$ cat src/rtl/adc_ctrl_pkg.sv
/*
  Constants shared by the conversion control block: I/O offsets, field
  positions, reset values and code values.
  Assumes byte-wide I/O accesses whose byte offset comes from the host
  interface already decoded down to the card's register window.
*/
package adc_ctrl_pkg;

  localparam int unsigned ADDR_W    = 8;
  localparam int unsigned DATA_W    = 8;
  localparam int unsigned CHAN_W    = 4;
  localparam int unsigned NUM_CHAN  = 16;
  localparam int unsigned GAIN_W    = 3;
  localparam int unsigned SAMPLE_W  = 12;
  localparam int unsigned TIMER_W   = 16;

  // I/O offsets
  localparam logic [7:0] OFS_DATA_LO     = 8'h00;
  localparam logic [7:0] OFS_DATA_HI     = 8'h01;
  localparam logic [7:0] OFS_EDO         = 8'h04;
  localparam logic [7:0] OFS_CHAN_MUX    = 8'h06;
  localparam logic [7:0] OFS_GAIN        = 8'h08;
  localparam logic [7:0] OFS_MODE        = 8'h0A;
  localparam logic [7:0] OFS_SW_TRIG     = 8'h0E;
  localparam logic [7:0] OFS_TIMER_ZERO  = 8'h40;
  localparam logic [7:0] OFS_TIMER_ONE   = 8'h42;
  localparam logic [7:0] OFS_TIMER_TWO   = 8'h44;
  localparam logic [7:0] OFS_TIMER_CTRL  = 8'h46;

  // Mode register fields
  localparam int unsigned MODE_AUTO_SCAN_BIT = 0;
  localparam int unsigned MODE_PACER_BIT     = 1;
  localparam int unsigned MODE_EXT_BIT       = 2;
  localparam int unsigned MODE_PRETRIG_BIT   = 3;
  localparam int unsigned MODE_W             = 4;

  // Status read-back fields
  localparam int unsigned STAT_IDLE_BIT = 7;

  // External digital output register fields
  localparam int unsigned EDO_MODE_LSB = 4;
  localparam logic [1:0]  EDO_MODE_IN  = 2'h1;
  localparam logic [1:0]  EDO_MODE_VAL = 2'h2;
  localparam logic [1:0]  EDO_MODE_CHN = 2'h3;

  // Timer control byte: counter select field
  localparam int unsigned CTRL_SEL_LSB = 6;

  // Gain codes
  localparam logic [2:0] GAIN_X1  = 3'h0;
  localparam logic [2:0] GAIN_X2  = 3'h1;
  localparam logic [2:0] GAIN_X4  = 3'h2;
  localparam logic [2:0] GAIN_X8  = 3'h3;
  localparam logic [2:0] GAIN_X16 = 3'h4;

  // Reset values
  localparam logic [3:0] MODE_RESET  = 4'h0;
  localparam logic [7:0] MUX_RESET   = 8'h00;
  localparam logic [2:0] GAIN_RESET  = GAIN_X1;
  localparam logic [3:0] EDO_RESET   = 4'h0;
  localparam logic [1:0] EDOM_RESET  = EDO_MODE_IN;

endpackage : adc_ctrl_pkg

$ cat src/rtl/sync_edge.sv
/*
  Two-stage synchroniser with a falling-edge detector on each bit.
  Assumes the inputs are asynchronous to core_clk_in.
*/
`timescale 1ns/1ns
module sync_edge #(
  parameter int unsigned WIDTH = 1
) (
  input  wire logic             core_clk_in,
  input  wire logic             arst_n_in,
  input  wire logic [WIDTH-1:0] async_in,
  output logic      [WIDTH-1:0] sync_out,
  output logic      [WIDTH-1:0] fall_out
);

  logic [WIDTH-1:0] meta;
  logic [WIDTH-1:0] prev;

  // Inputs idle high so a pin held high at reset gives no edge
  always_ff @(posedge core_clk_in or negedge arst_n_in)
  begin
    if (!arst_n_in)
    begin
      meta     <= '1;
      sync_out <= '1;
      prev     <= '1;
    end
    else
    begin
      meta     <= async_in;
      sync_out <= meta;
      prev     <= sync_out;
    end
  end

  assign fall_out = prev & ~sync_out;

endmodule : sync_edge

$ cat src/rtl/timer_counter.sv
/*
  One 16-bit down counter of the timer block, rate-generator style.
  Loaded low byte then high byte; read low byte then high byte.
  Assumes count_en_in is synchronous to the core clock; held high, it counts every cycle.
*/
`timescale 1ns/1ns
module timer_counter (
  input  wire logic       core_clk_in,
  input  wire logic       arst_n_in,
  input  wire logic       count_en_in,
  input  wire logic       load_wr_in,
  input  wire logic       read_in,
  input  wire logic       ptr_clear_in,
  input  wire logic [7:0] wdata_in,
  output logic      [7:0] rdata_out,
  output logic            tick_out
);

  logic [adc_ctrl_pkg::TIMER_W-1:0] reload;
  logic [adc_ctrl_pkg::TIMER_W-1:0] count;
  logic                             wr_hi;
  logic                             rd_hi;
  logic                             armed;

  // Counting starts only once both bytes are loaded
  always_ff @(posedge core_clk_in or negedge arst_n_in)
  begin
    if (!arst_n_in)
    begin
      reload   <= '0;
      count    <= '0;
      armed    <= 1'b0;
      tick_out <= 1'b0;
    end
    else
    begin
      tick_out <= 1'b0;
      if (load_wr_in && wr_hi)
      begin
        reload[15:8] <= wdata_in;
        count        <= {wdata_in, reload[7:0]};
        armed        <= 1'b1;
      end
      else
      begin
        if (load_wr_in)
          reload[7:0] <= wdata_in;
        if (armed && count_en_in)
        begin
          if (count == 16'h0001)
          begin
            count    <= reload;
            tick_out <= 1'b1;
          end
          else
            count <= count - 16'h0001;
        end
      end
    end
  end

  always_ff @(posedge core_clk_in or negedge arst_n_in)
  begin
    if (!arst_n_in)
    begin
      wr_hi <= 1'b0;
      rd_hi <= 1'b0;
    end
    else if (ptr_clear_in)
    begin
      wr_hi <= 1'b0;
      rd_hi <= 1'b0;
    end
    else
    begin
      if (load_wr_in)
        wr_hi <= ~wr_hi;
      if (read_in)
        rd_hi <= ~rd_hi;
    end
  end

  assign rdata_out = rd_hi ? count[15:8] : count[7:0];

endmodule : timer_counter

$ cat src/rtl/adc_trigger_scan_control.sv
/*
  Conversion control: channel select with auto-scan, trigger source
  choice (software write, cascaded timer pacer, external falling edge),
  shared gain, external digital output nibble, timer register map.
  Assumes a byte-wide I/O port on the core clock, a converter that pulses
  adc_done_in with its sample, and an asynchronous external trigger pin.
*/
`timescale 1ns/1ns
// Operation
// - Timer block occupies four locations: three counters RW, control WO.
// - Control byte location accepts writes only; reading it returns zero.
// - Each trigger edge starts one conversion of the selected channel.
// - Sixteen single-ended inputs, selected by a 4-bit number.
// - Auto-scan off: convert only the channel in the mux register.
// - Auto-scan on: mux register value is the scan's last channel.
// - Scan advances per trigger, wraps end to zero, until scan cleared.
// - Mux register is 8 bits; low nibble drives the input multiplexer.
// - Upper mux nibble can be driven onto external digital output pins.
// - Data register returns converted channel number with the sample.
// - Gain codes select 1, 2, 4, 8 or 16; gain 1 is widest range.
// - One gain setting applies to all channels, also while scanning.
// - External source selected: software writes and pacer ticks ignored.
// - Internal, pacer off: any software trigger write starts a conversion.
// - Internal, pacer on: cascaded timer counters trigger at fixed rate.
// - External source: each falling edge of the trigger pin starts one.
// - Trigger choice is independent of transfer and interrupt settings.
// - Pacer bit 0 picks software, 1 picks pacer; source bit 1 external.
module adc_trigger_scan_control (
  input  wire logic        core_clk_in,
  input  wire logic        arst_n_in,
  input  wire logic [7:0]  io_addr_in,
  input  wire logic        io_wr_in,
  input  wire logic        io_rd_in,
  input  wire logic [7:0]  io_wdata_in,
  output logic      [7:0]  io_rdata_out,
  input  wire logic        external_trigger_in,
  input  wire logic        adc_done_in,
  input  wire logic [11:0] adc_sample_in,
  output logic             conv_start_out,
  output logic      [3:0]  mux_select_out,
  output logic      [2:0]  gain_select_out,
  input  wire logic [3:0]  ext_digital_out_pins_in,
  output logic      [3:0]  ext_digital_out_pins_out,
  output logic             ext_digital_oe_out
);

  logic [adc_ctrl_pkg::MODE_W-1:0]   mode;
  logic [7:0]                        chan_mux;
  logic [adc_ctrl_pkg::GAIN_W-1:0]   gain;
  logic [3:0]                        edo_value;
  logic [1:0]                        edo_mode;
  logic [adc_ctrl_pkg::CHAN_W-1:0]   scan_ptr;
  logic                              scan_prev;
  logic [15:0]                       data_word;
  logic                              converting;

  logic                              auto_scan_enable;
  logic                              pacer_trigger_select;
  logic                              trigger_source_external;
  logic                              sw_trig_wr;
  logic                              internal_trig;
  logic                              trigger;
  logic [adc_ctrl_pkg::CHAN_W-1:0]   active_chan;
  logic [adc_ctrl_pkg::CHAN_W-1:0]   scan_end;

  logic [2:0]                        tmr_wr;
  logic [2:0]                        tmr_rd;
  logic [2:0]                        tmr_tick;
  logic [7:0]                        tmr_rdata [3];
  logic                              tmr_ctrl_wr;
  logic [2:0]                        tmr_ptr_clr;

  logic                              ext_fall;
  logic [3:0]                        edo_in_sync;

  assign auto_scan_enable =
    mode[adc_ctrl_pkg::MODE_AUTO_SCAN_BIT];
  assign pacer_trigger_select =
    mode[adc_ctrl_pkg::MODE_PACER_BIT];
  assign trigger_source_external =
    mode[adc_ctrl_pkg::MODE_EXT_BIT];

  // Register writes
  always_ff @(posedge core_clk_in or negedge arst_n_in)
  begin
    if (!arst_n_in)
    begin
      mode      <= adc_ctrl_pkg::MODE_RESET;
      chan_mux  <= adc_ctrl_pkg::MUX_RESET;
      gain      <= adc_ctrl_pkg::GAIN_RESET;
      edo_value <= adc_ctrl_pkg::EDO_RESET;
      edo_mode  <= adc_ctrl_pkg::EDOM_RESET;
    end
    else if (io_wr_in)
    begin
      unique case (io_addr_in)
        adc_ctrl_pkg::OFS_MODE:
          mode <= io_wdata_in[adc_ctrl_pkg::MODE_W-1:0];
        adc_ctrl_pkg::OFS_CHAN_MUX:
          chan_mux <= io_wdata_in;
        adc_ctrl_pkg::OFS_GAIN:
          gain <= io_wdata_in[adc_ctrl_pkg::GAIN_W-1:0];
        adc_ctrl_pkg::OFS_EDO:
        begin
          edo_value <= io_wdata_in[3:0];
          edo_mode  <= io_wdata_in[adc_ctrl_pkg::EDO_MODE_LSB +: 2];
        end
        default:
          ;
      endcase
    end
  end

  // Timer block: three counters plus a write-only control byte
  assign tmr_ctrl_wr =
    io_wr_in && (io_addr_in == adc_ctrl_pkg::OFS_TIMER_CTRL);

  always_comb
  begin
    tmr_wr      = 3'h0;
    tmr_rd      = 3'h0;
    tmr_ptr_clr = 3'h0;
    unique case (io_addr_in)
      adc_ctrl_pkg::OFS_TIMER_ZERO:
      begin
        tmr_wr[0] = io_wr_in;
        tmr_rd[0] = io_rd_in;
      end
      adc_ctrl_pkg::OFS_TIMER_ONE:
      begin
        tmr_wr[1] = io_wr_in;
        tmr_rd[1] = io_rd_in;
      end
      adc_ctrl_pkg::OFS_TIMER_TWO:
      begin
        tmr_wr[2] = io_wr_in;
        tmr_rd[2] = io_rd_in;
      end
      default:
        ;
    endcase
    // Control byte restarts the byte order of the counter it selects
    if (tmr_ctrl_wr)
    begin
      unique case (io_wdata_in[adc_ctrl_pkg::CTRL_SEL_LSB +: 2])
        2'h0:    tmr_ptr_clr[0] = 1'b1;
        2'h1:    tmr_ptr_clr[1] = 1'b1;
        2'h2:    tmr_ptr_clr[2] = 1'b1;
        default: tmr_ptr_clr    = 3'h0;
      endcase
    end
  end

  // Counter 1 runs off the core clock, counter 2 off counter 1's tick
  timer_counter u_timer_zero (
    .core_clk_in  (core_clk_in),
    .arst_n_in    (arst_n_in),
    .count_en_in  (1'b1),
    .load_wr_in   (tmr_wr[0]),
    .read_in      (tmr_rd[0]),
    .ptr_clear_in (tmr_ptr_clr[0]),
    .wdata_in     (io_wdata_in),
    .rdata_out    (tmr_rdata[0]),
    .tick_out     (tmr_tick[0])
  );

  timer_counter u_timer_one (
    .core_clk_in  (core_clk_in),
    .arst_n_in    (arst_n_in),
    .count_en_in  (1'b1),
    .load_wr_in   (tmr_wr[1]),
    .read_in      (tmr_rd[1]),
    .ptr_clear_in (tmr_ptr_clr[1]),
    .wdata_in     (io_wdata_in),
    .rdata_out    (tmr_rdata[1]),
    .tick_out     (tmr_tick[1])
  );

  timer_counter u_timer_two (
    .core_clk_in  (core_clk_in),
    .arst_n_in    (arst_n_in),
    .count_en_in  (tmr_tick[1]),
    .load_wr_in   (tmr_wr[2]),
    .read_in      (tmr_rd[2]),
    .ptr_clear_in (tmr_ptr_clr[2]),
    .wdata_in     (io_wdata_in),
    .rdata_out    (tmr_rdata[2]),
    .tick_out     (tmr_tick[2])
  );

  sync_edge #(
    .WIDTH (1)
  ) u_ext_trig_sync (
    .core_clk_in (core_clk_in),
    .arst_n_in   (arst_n_in),
    .async_in    (external_trigger_in),
    .sync_out    (),
    .fall_out    (ext_fall)
  );

  sync_edge #(
    .WIDTH (4)
  ) u_edo_in_sync (
    .core_clk_in (core_clk_in),
    .arst_n_in   (arst_n_in),
    .async_in    (ext_digital_out_pins_in),
    .sync_out    (edo_in_sync),
    .fall_out    ()
  );

  // Trigger source selection; nothing else in the block feeds it
  assign sw_trig_wr =
    io_wr_in && (io_addr_in == adc_ctrl_pkg::OFS_SW_TRIG);
  assign internal_trig =
    pacer_trigger_select ? tmr_tick[2] : sw_trig_wr;
  assign trigger = trigger_source_external
    ? ext_fall
    : internal_trig;

  // Channel choice
  assign scan_end    = chan_mux[adc_ctrl_pkg::CHAN_W-1:0];
  assign active_chan = auto_scan_enable
    ? scan_ptr
    : chan_mux[adc_ctrl_pkg::CHAN_W-1:0];

  always_ff @(posedge core_clk_in or negedge arst_n_in)
  begin
    if (!arst_n_in)
    begin
      scan_ptr  <= '0;
      scan_prev <= 1'b0;
    end
    else
    begin
      scan_prev <= auto_scan_enable;
      if (auto_scan_enable && !scan_prev)
        scan_ptr <= '0;
      else if (auto_scan_enable && trigger)
      begin
        // Compare with >= so a shortened end channel still wraps
        if (scan_ptr >= scan_end)
          scan_ptr <= '0;
        else
          scan_ptr <= scan_ptr + 4'h1;
      end
    end
  end

  // Start pulse and mux select move together, so the select is stable
  // for the whole conversion even though the scan pointer moves on
  always_ff @(posedge core_clk_in or negedge arst_n_in)
  begin
    if (!arst_n_in)
    begin
      conv_start_out <= 1'b0;
      mux_select_out <= '0;
      converting     <= 1'b0;
    end
    else
    begin
      conv_start_out <= trigger;
      if (trigger)
        mux_select_out <= active_chan;
      if (trigger)
        converting <= 1'b1;
      else if (adc_done_in)
        converting <= 1'b0;
    end
  end

  // Sample tagged with the channel it came from
  always_ff @(posedge core_clk_in or negedge arst_n_in)
  begin
    if (!arst_n_in)
      data_word <= 16'h0000;
    else if (adc_done_in)
      data_word <= {adc_sample_in, mux_select_out};
  end

  // Gain is a single register, never touched by the scan logic
  assign gain_select_out = gain;

  // External digital output pins
  always_ff @(posedge core_clk_in or negedge arst_n_in)
  begin
    if (!arst_n_in)
    begin
      ext_digital_out_pins_out <= 4'h0;
      ext_digital_oe_out       <= 1'b0;
    end
    else
    begin
      unique case (edo_mode)
        adc_ctrl_pkg::EDO_MODE_VAL:
        begin
          ext_digital_out_pins_out <= edo_value;
          ext_digital_oe_out       <= 1'b1;
        end
        adc_ctrl_pkg::EDO_MODE_CHN:
        begin
          ext_digital_out_pins_out <= chan_mux[7:4];
          ext_digital_oe_out       <= 1'b1;
        end
        default:
        begin
          ext_digital_out_pins_out <= 4'h0;
          ext_digital_oe_out       <= 1'b0;
        end
      endcase
    end
  end

  // Read data, registered; unmapped and write-only locations read zero
  always_ff @(posedge core_clk_in or negedge arst_n_in)
  begin
    if (!arst_n_in)
      io_rdata_out <= 8'h00;
    else if (io_rd_in)
    begin
      unique case (io_addr_in)
        adc_ctrl_pkg::OFS_DATA_LO:
          io_rdata_out <= data_word[7:0];
        adc_ctrl_pkg::OFS_DATA_HI:
          io_rdata_out <= data_word[15:8];
        adc_ctrl_pkg::OFS_EDO:
          io_rdata_out <= {ext_digital_out_pins_out, edo_in_sync};
        adc_ctrl_pkg::OFS_GAIN:
        begin
          io_rdata_out <= 8'h00;
          io_rdata_out[adc_ctrl_pkg::STAT_IDLE_BIT] <= ~converting;
          io_rdata_out[adc_ctrl_pkg::GAIN_W-1:0]    <= gain;
        end
        adc_ctrl_pkg::OFS_MODE:
          io_rdata_out <= {4'h0, mode};
        adc_ctrl_pkg::OFS_TIMER_ZERO:
          io_rdata_out <= tmr_rdata[0];
        adc_ctrl_pkg::OFS_TIMER_ONE:
          io_rdata_out <= tmr_rdata[1];
        adc_ctrl_pkg::OFS_TIMER_TWO:
          io_rdata_out <= tmr_rdata[2];
        default:
          io_rdata_out <= 8'h00;
      endcase
    end
  end

endmodule : adc_trigger_scan_control

$ cat config.mk
export PLATFORM = sky130hd
export DESIGN_NAME = adc_trigger_scan_control
export DESIGN_NICKNAME = d
export VERILOG_FILES = /design/src/rtl/adc_ctrl_pkg.sv /design/src/rtl/sync_edge.sv /design/src/rtl/timer_counter.sv /design/src/rtl/adc_trigger_scan_control.sv
export SDC_FILE = /design/constraint.sdc
export NUM_CORES = 1
export LEC_CHECK = 0
export ABC_CLOCK_PERIOD_IN_PS = 4400
export BUFFER_PORTS_ARGS = -buffer_cell sky130_fd_sc_hd__buf_2
export CAP_MARGIN = 20
export CORE_MARGIN = 2
export CORE_UTILIZATION = 65
export CTS_BUF_LIST = sky130_fd_sc_hd__clkbuf_16
export DETAILED_ROUTE_END_ITERATION = 12
export GPL_TIMING_DRIVEN = 1
export PLACE_DENSITY = 0.95
export SYNTH_ARGS = -nofsm -noshare
export SYNTH_HDL_FRONTEND = slang
export SYNTH_SLANG_ARGS = --single-unit
export TNS_END_PERCENT = 30
$ cat constraint.sdc
create_clock -name core_clk_in -period 4.4 [get_ports core_clk_in]
set_input_delay 0.88 -clock core_clk_in [delete_from_list [all_inputs] [get_ports core_clk_in]]
set_output_delay 0.88 -clock core_clk_in [all_outputs]
set_load 0.02 [all_outputs]
==> metrics, run 1 <==
status=finished clean; maximum vdd drop=540 uV; CP bufs+invs=3; Syn Nets=971; area delta synth->final=10.8%; vias per cell=6.83; Fmax=0.343 GHz; #FFs+latches synth=179; crit path max-delay cell type=and4_1; final setup TNS=0 ns; Gate Count Post-Synth=922; DP Worst Slack=1.10 ns; Post-synth EDFFs=0; hold-fix buffer count after cts=0; crit-path max cell delay=0.58 ns; number of global-route vias before repair=7,598; port bufs=58; # IOs=59; Syn. warnings=0; clock tree from TritonCTS=done; Initial Util=66.8%; fin crit share=66.3%; Initial DRC Count=1,061; largest net degree at the start of global routing=93; kind of start point of the critical path=input pin; DRC violations left=0; RR Startpoint=u_timer_two.count[9]; final hold vios=0; min Tclk post-route=2.92 ns; Seq/Total Area, Yosys=48.5%; Least-Margin Pin Slew=1.07 ns; RSZ-0062 raised after global routing=no; Clock Skew=0.00847 ns; CTS Buf Count=17; Async SR Flop Fraction=100%; share of layout cells above drive strength 1=20.0%; critical path endpoint category=flop; Leak=4.53 nW; Overflow after GRT=0; Primary FF master, synth=dfrtp_1; filler instances=942; Vias=7,836; DIE HEIGHT=123 um; Worst Path Required=4.73 ns; first-pass GRT wire length=40,200 um; clock slew at reported path FFs=0.07 ns; Die X=123 um; delay-heaviest family, CP=simple AND/OR/NAND/NOR gates; Critical Path Fanout Max=24; count of different cell masters after synthesis=67; setup bufs post-CTS=0; FP Rows=43; Initial DRT Pass Iterations=6; Layout Cells excl Fill=1,148; Max Slew Vio Count=0; routability cong.=1.03; H-tree levels=4; antenna violations before repair=1; synthesized area=9270 um^2; # diodes=0; Sink Count=179; Post-Syn Area per Cell=10.1 um^2; Setup Crit Path Kind=input pin to flop; placed insts=1,113; worst-path cell chain=buf_2, nor4b_1, buf_4, and4_1, nor2_1, clkinv_1, o21ai_0, a211oi_1; post-cts sizing count=0; Avg WL per Cell=21.9 um; NumNets Final=1,004; hpwl dp=16,800 um; Crit. Startpoint=io_addr_in[6]; slew margin rel.=28.0%; worst skew pair latency=0.45 ns; Die Area=15,200 um^2; GRT Overall Usage=35.2%; Max clock buf depth=2; Core Box Area=13,900 um^2; Hold Crit Class=flop to flop; min-delay src=u_edo_in_sync.meta[3]; crit path DAT=3.25 ns; PnR worst setup slack=1.48 ns; wirelength, routed=25,100 um; clock root buffer master=clkbuf_16; PD cells=369 nW/um^2; Final ANT Viol Nets=0; Max Cap Viol=0; Final setup viols=0
kinds of logic (layout without fill, tap and decap cells):
logic type,count (synthesis),count (layout),synth area share [%]
AND/OR/NAND/NOR,326,326,17.7
AO/OA/AOI/OAI,205,205,15.2
flip-flops,179,179,48.5
multiplexers,101,101,11.9
buffers and inverters,85,131,3.75
XOR/XNOR,15,15,1.42
adder cells (fa/ha/maj),11,11,1.49
metal layers:
metal / vias to the layer above / part of all wire (%) / GRT usage [%]
li1: 3432 / - / -
met1: 3803 / 39 / 46.0
met2: 488 / 47 / 54.8
met3: 111 / 9.5 / 8.86
met4: 2 / 4.6 / 17.4
met5: - / 0.044 / 0
cells in the final DEF, fill, tap and decap left out, types with 6 or more instances in the layout:
| master | Yosys | layout |
|---|---|---|
| o2bb2ai_1 | 11 | 11 |
| mux2_2 | 65 | 65 |
| mux2i_1 | 34 | 34 |
| clkbuf_16 | 0 | 17 |
| dfrtp_1 | 167 | 167 |
| a31oi_1 | 8 | 8 |
| a21oi_1 | 30 | 30 |
| xnor2_1 | 12 | 12 |
| o21ai_0 | 49 | 49 |
| buf_4 | 1 | 8 |
| nand3_1 | 17 | 17 |
| dfstp_2 | 12 | 12 |
| a22oi_1 | 11 | 11 |
| o22ai_1 | 8 | 8 |
| nor2_1 | 56 | 56 |
| or3_1 | 6 | 6 |
| a2111oi_0 | 8 | 8 |
| o211ai_1 | 20 | 20 |
| nand4_1 | 16 | 16 |
| buf_2 | 14 | 57 |
| nand2_1 | 126 | 126 |
| inv_1 | 29 | 29 |
| a211oi_1 | 12 | 12 |
| nand2b_1 | 6 | 6 |
| o31ai_1 | 7 | 7 |
| and2_1 | 10 | 10 |
| a22o_1 | 8 | 8 |
| ha_1 | 11 | 11 |
| nor3_1 | 35 | 35 |
| nor4_1 | 10 | 9 |
final timing paths:
| kind | endpoint | slack (ns) | cells after the start |
|---|---|---|---|
| max in group asynchronous | u_ext_trig_sync.sync_out | 2.97 | 2 |
| min in group asynchronous | u_timer_zero.count[11] | 0.47 | 1 |
| max reg2reg | u_timer_two.count[3] | 1.73 | 5 |
| max | u_timer_one.count[0] | 1.48 | 8 |
| min | u_edo_in_sync.sync_out[3] | 0.36 | 0 |
| min reg2reg | u_edo_in_sync.sync_out[3] | 0.36 | 0 |
flip-flops by register name, indices dropped and copies added (netlist names), 2 cells and up:
name                      flops
edo_mode                      2
data_word                    16
u_timer_two.reload           16
u_edo_in_sync.meta            4
mode                          4
u_timer_two.count            16
u_timer_zero.reload          16
u_timer_zero.count           16
io_rdata_out                  8
mux_select_out                4
u_edo_in_sync.sync_out        4
u_timer_one.reload           16
u_timer_one.count            16
edo_value                     4
chan_mux                      8
scan_ptr                      4
ext_digital_out_pins_out      4
gain_select_out               3
final cells by class:
class                   instances  area, um^2  area share (%)
flip-flops and latches        179        4490            43.8
multi-input cells             658        4430            43.1
clock buffers                  17         425            4.14
repair buffers                 68         382            3.72
well taps                     180         225            2.19
clock inverters                15         195            1.90
inverters                      31         116            1.13
power by group:
| part | internal, W | leakage (nW) | switching, W |
|---|---|---|---|
| clock network | 0.000865 | 0.299 | 0.000713 |
| logic | 0.000147 | 1.92 | 0.000213 |
| registers | 0.00174 | 2.31 | 0.000109 |
| total | 0.00275 | 4.53 | 0.00104 |
synth_stat cells (6+ instances only):
cell | number | area [um^2]
or3_1 | 6 | 37.5
a2111oi_0 | 8 | 70.1
a31oi_1 | 8 | 50.1
nor3_1 | 35 | 175
xnor2_1 | 12 | 105
a22oi_1 | 11 | 82.6
a22o_1 | 8 | 70.1
and2_1 | 10 | 62.6
mux2i_1 | 34 | 340
dfstp_2 | 12 | 315
nand4_1 | 16 | 100
clkbuf_1 | 38 | 143
nor2_1 | 56 | 210
nand3_1 | 17 | 85.1
dfrtp_1 | 167 | 4180
buf_2 | 14 | 70.1
o211ai_1 | 20 | 150
a211oi_1 | 12 | 90.1
nor4_1 | 10 | 62.6
o2bb2ai_1 | 11 | 96.3
nand2b_1 | 6 | 37.5
o31ai_1 | 7 | 52.6
mux2_2 | 65 | 732
ha_1 | 11 | 138
a21oi_1 | 30 | 150
nand2_1 | 126 | 473
o21ai_0 | 49 | 245
o22ai_1 | 8 | 50.1
inv_1 | 29 | 109
worst reg2reg max path, stage by stage, from the launching register on:
cell and delay [ns]:
dfrtp_1 0.48, nor3_1 0.90, and4_1 0.73, nor3_1 0.15, o21ai_0 0.20, o21ai_0 0.10
through the flow:
stage / cell area, um^2 / utilization [%] / hold WS [ns] / total power [W]
after floorplan: 9270 / - / 0.345 / 0.00206
after global placement: 9630 / 69.4 / 0.346 / 0.00221
after detailed placement: 9630 / 69.4 / 0.347 / 0.00223
after CTS: 10200 / 73.8 / 0.357 / 0.00379
after global routing: 10300 / 74.0 / 0.362 / 0.00391
final: 10300 / 74.0 / 0.357 / 0.00379
Note: power is estimated with default switching activity, not from simulation.
==> inputs of run 2 (changes only) <==
Settings changed: ABC_CLOCK_PERIOD_IN_PS 4400 to 2760, CORE_UTILIZATION 65 to 61, PLACE_DENSITY 0.95 to 0.92.
Clock period 4.4 ns to 2.76 ns, I/O delays scaled along.
==> metrics, run 2 (synthesis results as in run 1) <==
CTS Buf Count=17 (unchanged); Setup Crit Path Kind=flop to flop (was input pin to flop); fin crit share=89.3%; Worst Path Required=3.08 ns (was 4.73 ns); Initial DRT Pass Iterations=5 (was 6); DRC violations left=0 (unchanged); routability cong.=1.01 (was 1.03); antenna violations before repair=2 (was 1); PD cells=577 nW/um^2 (was 369 nW/um^2); setup bufs post-CTS=0 (unchanged); Core Box Area=15,000 um^2 (was 13,900 um^2); Leak=4.65 nW (was 4.53 nW); # IOs=59 (unchanged); number of global-route vias before repair=7,850 (was 7,598); share of layout cells above drive strength 1=21.9% (was 20.0%); RSZ-0062 raised after global routing=no (unchanged); Initial Util=61.6% (was 66.8%); kind of start point of the critical path=flop (was input pin); port bufs=58 (unchanged); vias per cell=6.77 (was 6.83); hold-fix buffer count after cts=0 (unchanged); filler instances=1,050 (was 942); H-tree levels=4 (unchanged); FP Rows=45 (was 43); min Tclk post-route=2.47 ns; most frequent cells in the layout=dfrtp_1 (167), nand2_1 (126), mux2_2 (65) (unchanged); Layout Cells excl Fill=1,182 (was 1,148); clock slew at reported path FFs=0.07 ns (about the same); Max clock buf depth=2 (unchanged); Initial DRC Count=1,051 (was 1,061); post-cts sizing count=0 (unchanged); Vias=8,005 (was 7,836); clock root buffer master=clkbuf_16 (unchanged); critical path endpoint category=flop (unchanged); worst skew pair latency=0.44 ns (was 0.45 ns); DIE HEIGHT=127 um (was 123 um); commonest non-fill, non-tap cell in the layout=dfrtp_1 (unchanged); R2R cell count=5 (unchanged); Fmax=0.406 GHz; maximum vdd drop=617 uV (was 540 uV); Final ANT Viol Nets=0 (unchanged); Max Cap Viol=0 (unchanged); Final setup viols=0 (unchanged); clock tree from TritonCTS=done (unchanged); Overflow after GRT=0 (unchanged); wirelength, routed=26,500 um (was 25,100 um); hpwl dp=17,800 um (was 16,800 um); Least-Margin Pin Slew=0.686 ns (was 1.07 ns); Avg WL per Cell=22.4 um (was 21.9 um); slew margin rel.=54.2% (was 28.0%); GRT Overall Usage=34.0% (was 35.2%); largest net degree at the start of global routing=77 (was 93); Hold Crit Class=input pin to async pin (was flop to flop); status=finished clean (unchanged); first-pass GRT wire length=42,400 um (was 40,200 um); footprint of the multi-input gates=4430 um^2 (unchanged); Critical Path Fanout Max=11 (was 24); Sink Count=179 (unchanged); final setup TNS=0 ns (unchanged); crit path DAT=2.78 ns (was 3.25 ns); Seq. cell area=4490 um^2 (unchanged); placed insts=1,148 (was 1,113); Clock Skew=0.00961 ns (was 0.00847 ns); final hold vios=0 (unchanged); Die X=127 um (was 123 um); NumNets Final=1,028 (was 1,004); Max Slew Vio Count=0 (unchanged); Die Area=16,200 um^2 (was 15,200 um^2); area delta synth->final=12.8% (was 10.8%)
-- run 2: routing by layer --
layer,share of wire (%),global-route usage (%),vias up
met1,38,44.4,3925
met2,48,54.0,483
met3,8.2,7.16,109
met5,0,0,-
li1,-,-,3488
met4,5.4,18.1,0
-- run 2: worst paths after layout --
kind	start	end	slack [ns]
max	u_timer_zero.count[4]	u_timer_zero.count[3]	0.29
min	arst_n_in	mux_select_out[0]	0.12
max reg2reg	u_timer_zero.count[4]	u_timer_zero.count[3]	0.29
min reg2reg	u_edo_in_sync.meta[0]	u_edo_in_sync.sync_out[0]	0.35
max in group asynchronous	arst_n_in	u_edo_in_sync.meta[0]	1.86
min in group core_clk_in	external_trigger_in	u_ext_trig_sync.meta	0.21
-- run 2: through the flow --
step | util [%] | power, W | hold WS [ns] | setup WS, ns | area [um^2]
detailed placement | 65.5 | 0.00357 | 0.347 | 0.184 | 9850
finish | 69.6 | 0.00603 | 0.119 | 0.294 | 10500
floorplan | - | 0.00329 | 0.256 | 0.485 | 9270
global route | 69.5 | 0.00622 | 0.179 | 0.256 | 10500
CTS | 69.5 | 0.00602 | 0.156 | 0.352 | 10500
global placement | 65.5 | 0.00354 | 0.346 | 0.256 | 9850
-- run 2: critical path, cell delays in order, from the launching register on --
cell and delay, ns:
dfrtp_1 0.45, or3_1 0.43, nor3b_2 0.56, a21oi_2 0.33
mux2_4 0.38, o22a_1 0.20
-- run 2: layout make-up --
type	instances	share of cell area, %
clock inverters	15	1.65
well taps	188	2.25
repair buffers	92	5.52
inverters	31	1.11
flip-flops and latches	179	43.0
clock buffers	17	4.07
multi-input cells	658	42.4
diodes	2	0.0479
-- run 2: power by group --
| part | leakage [nW] | switching (W) | internal (W) |
|---|---|---|---|
| clock network | 0.299 | 0.00111 | 0.00136 |
| logic | 2.04 | 0.000360 | 0.000247 |
| registers | 2.31 | 0.000169 | 0.00278 |
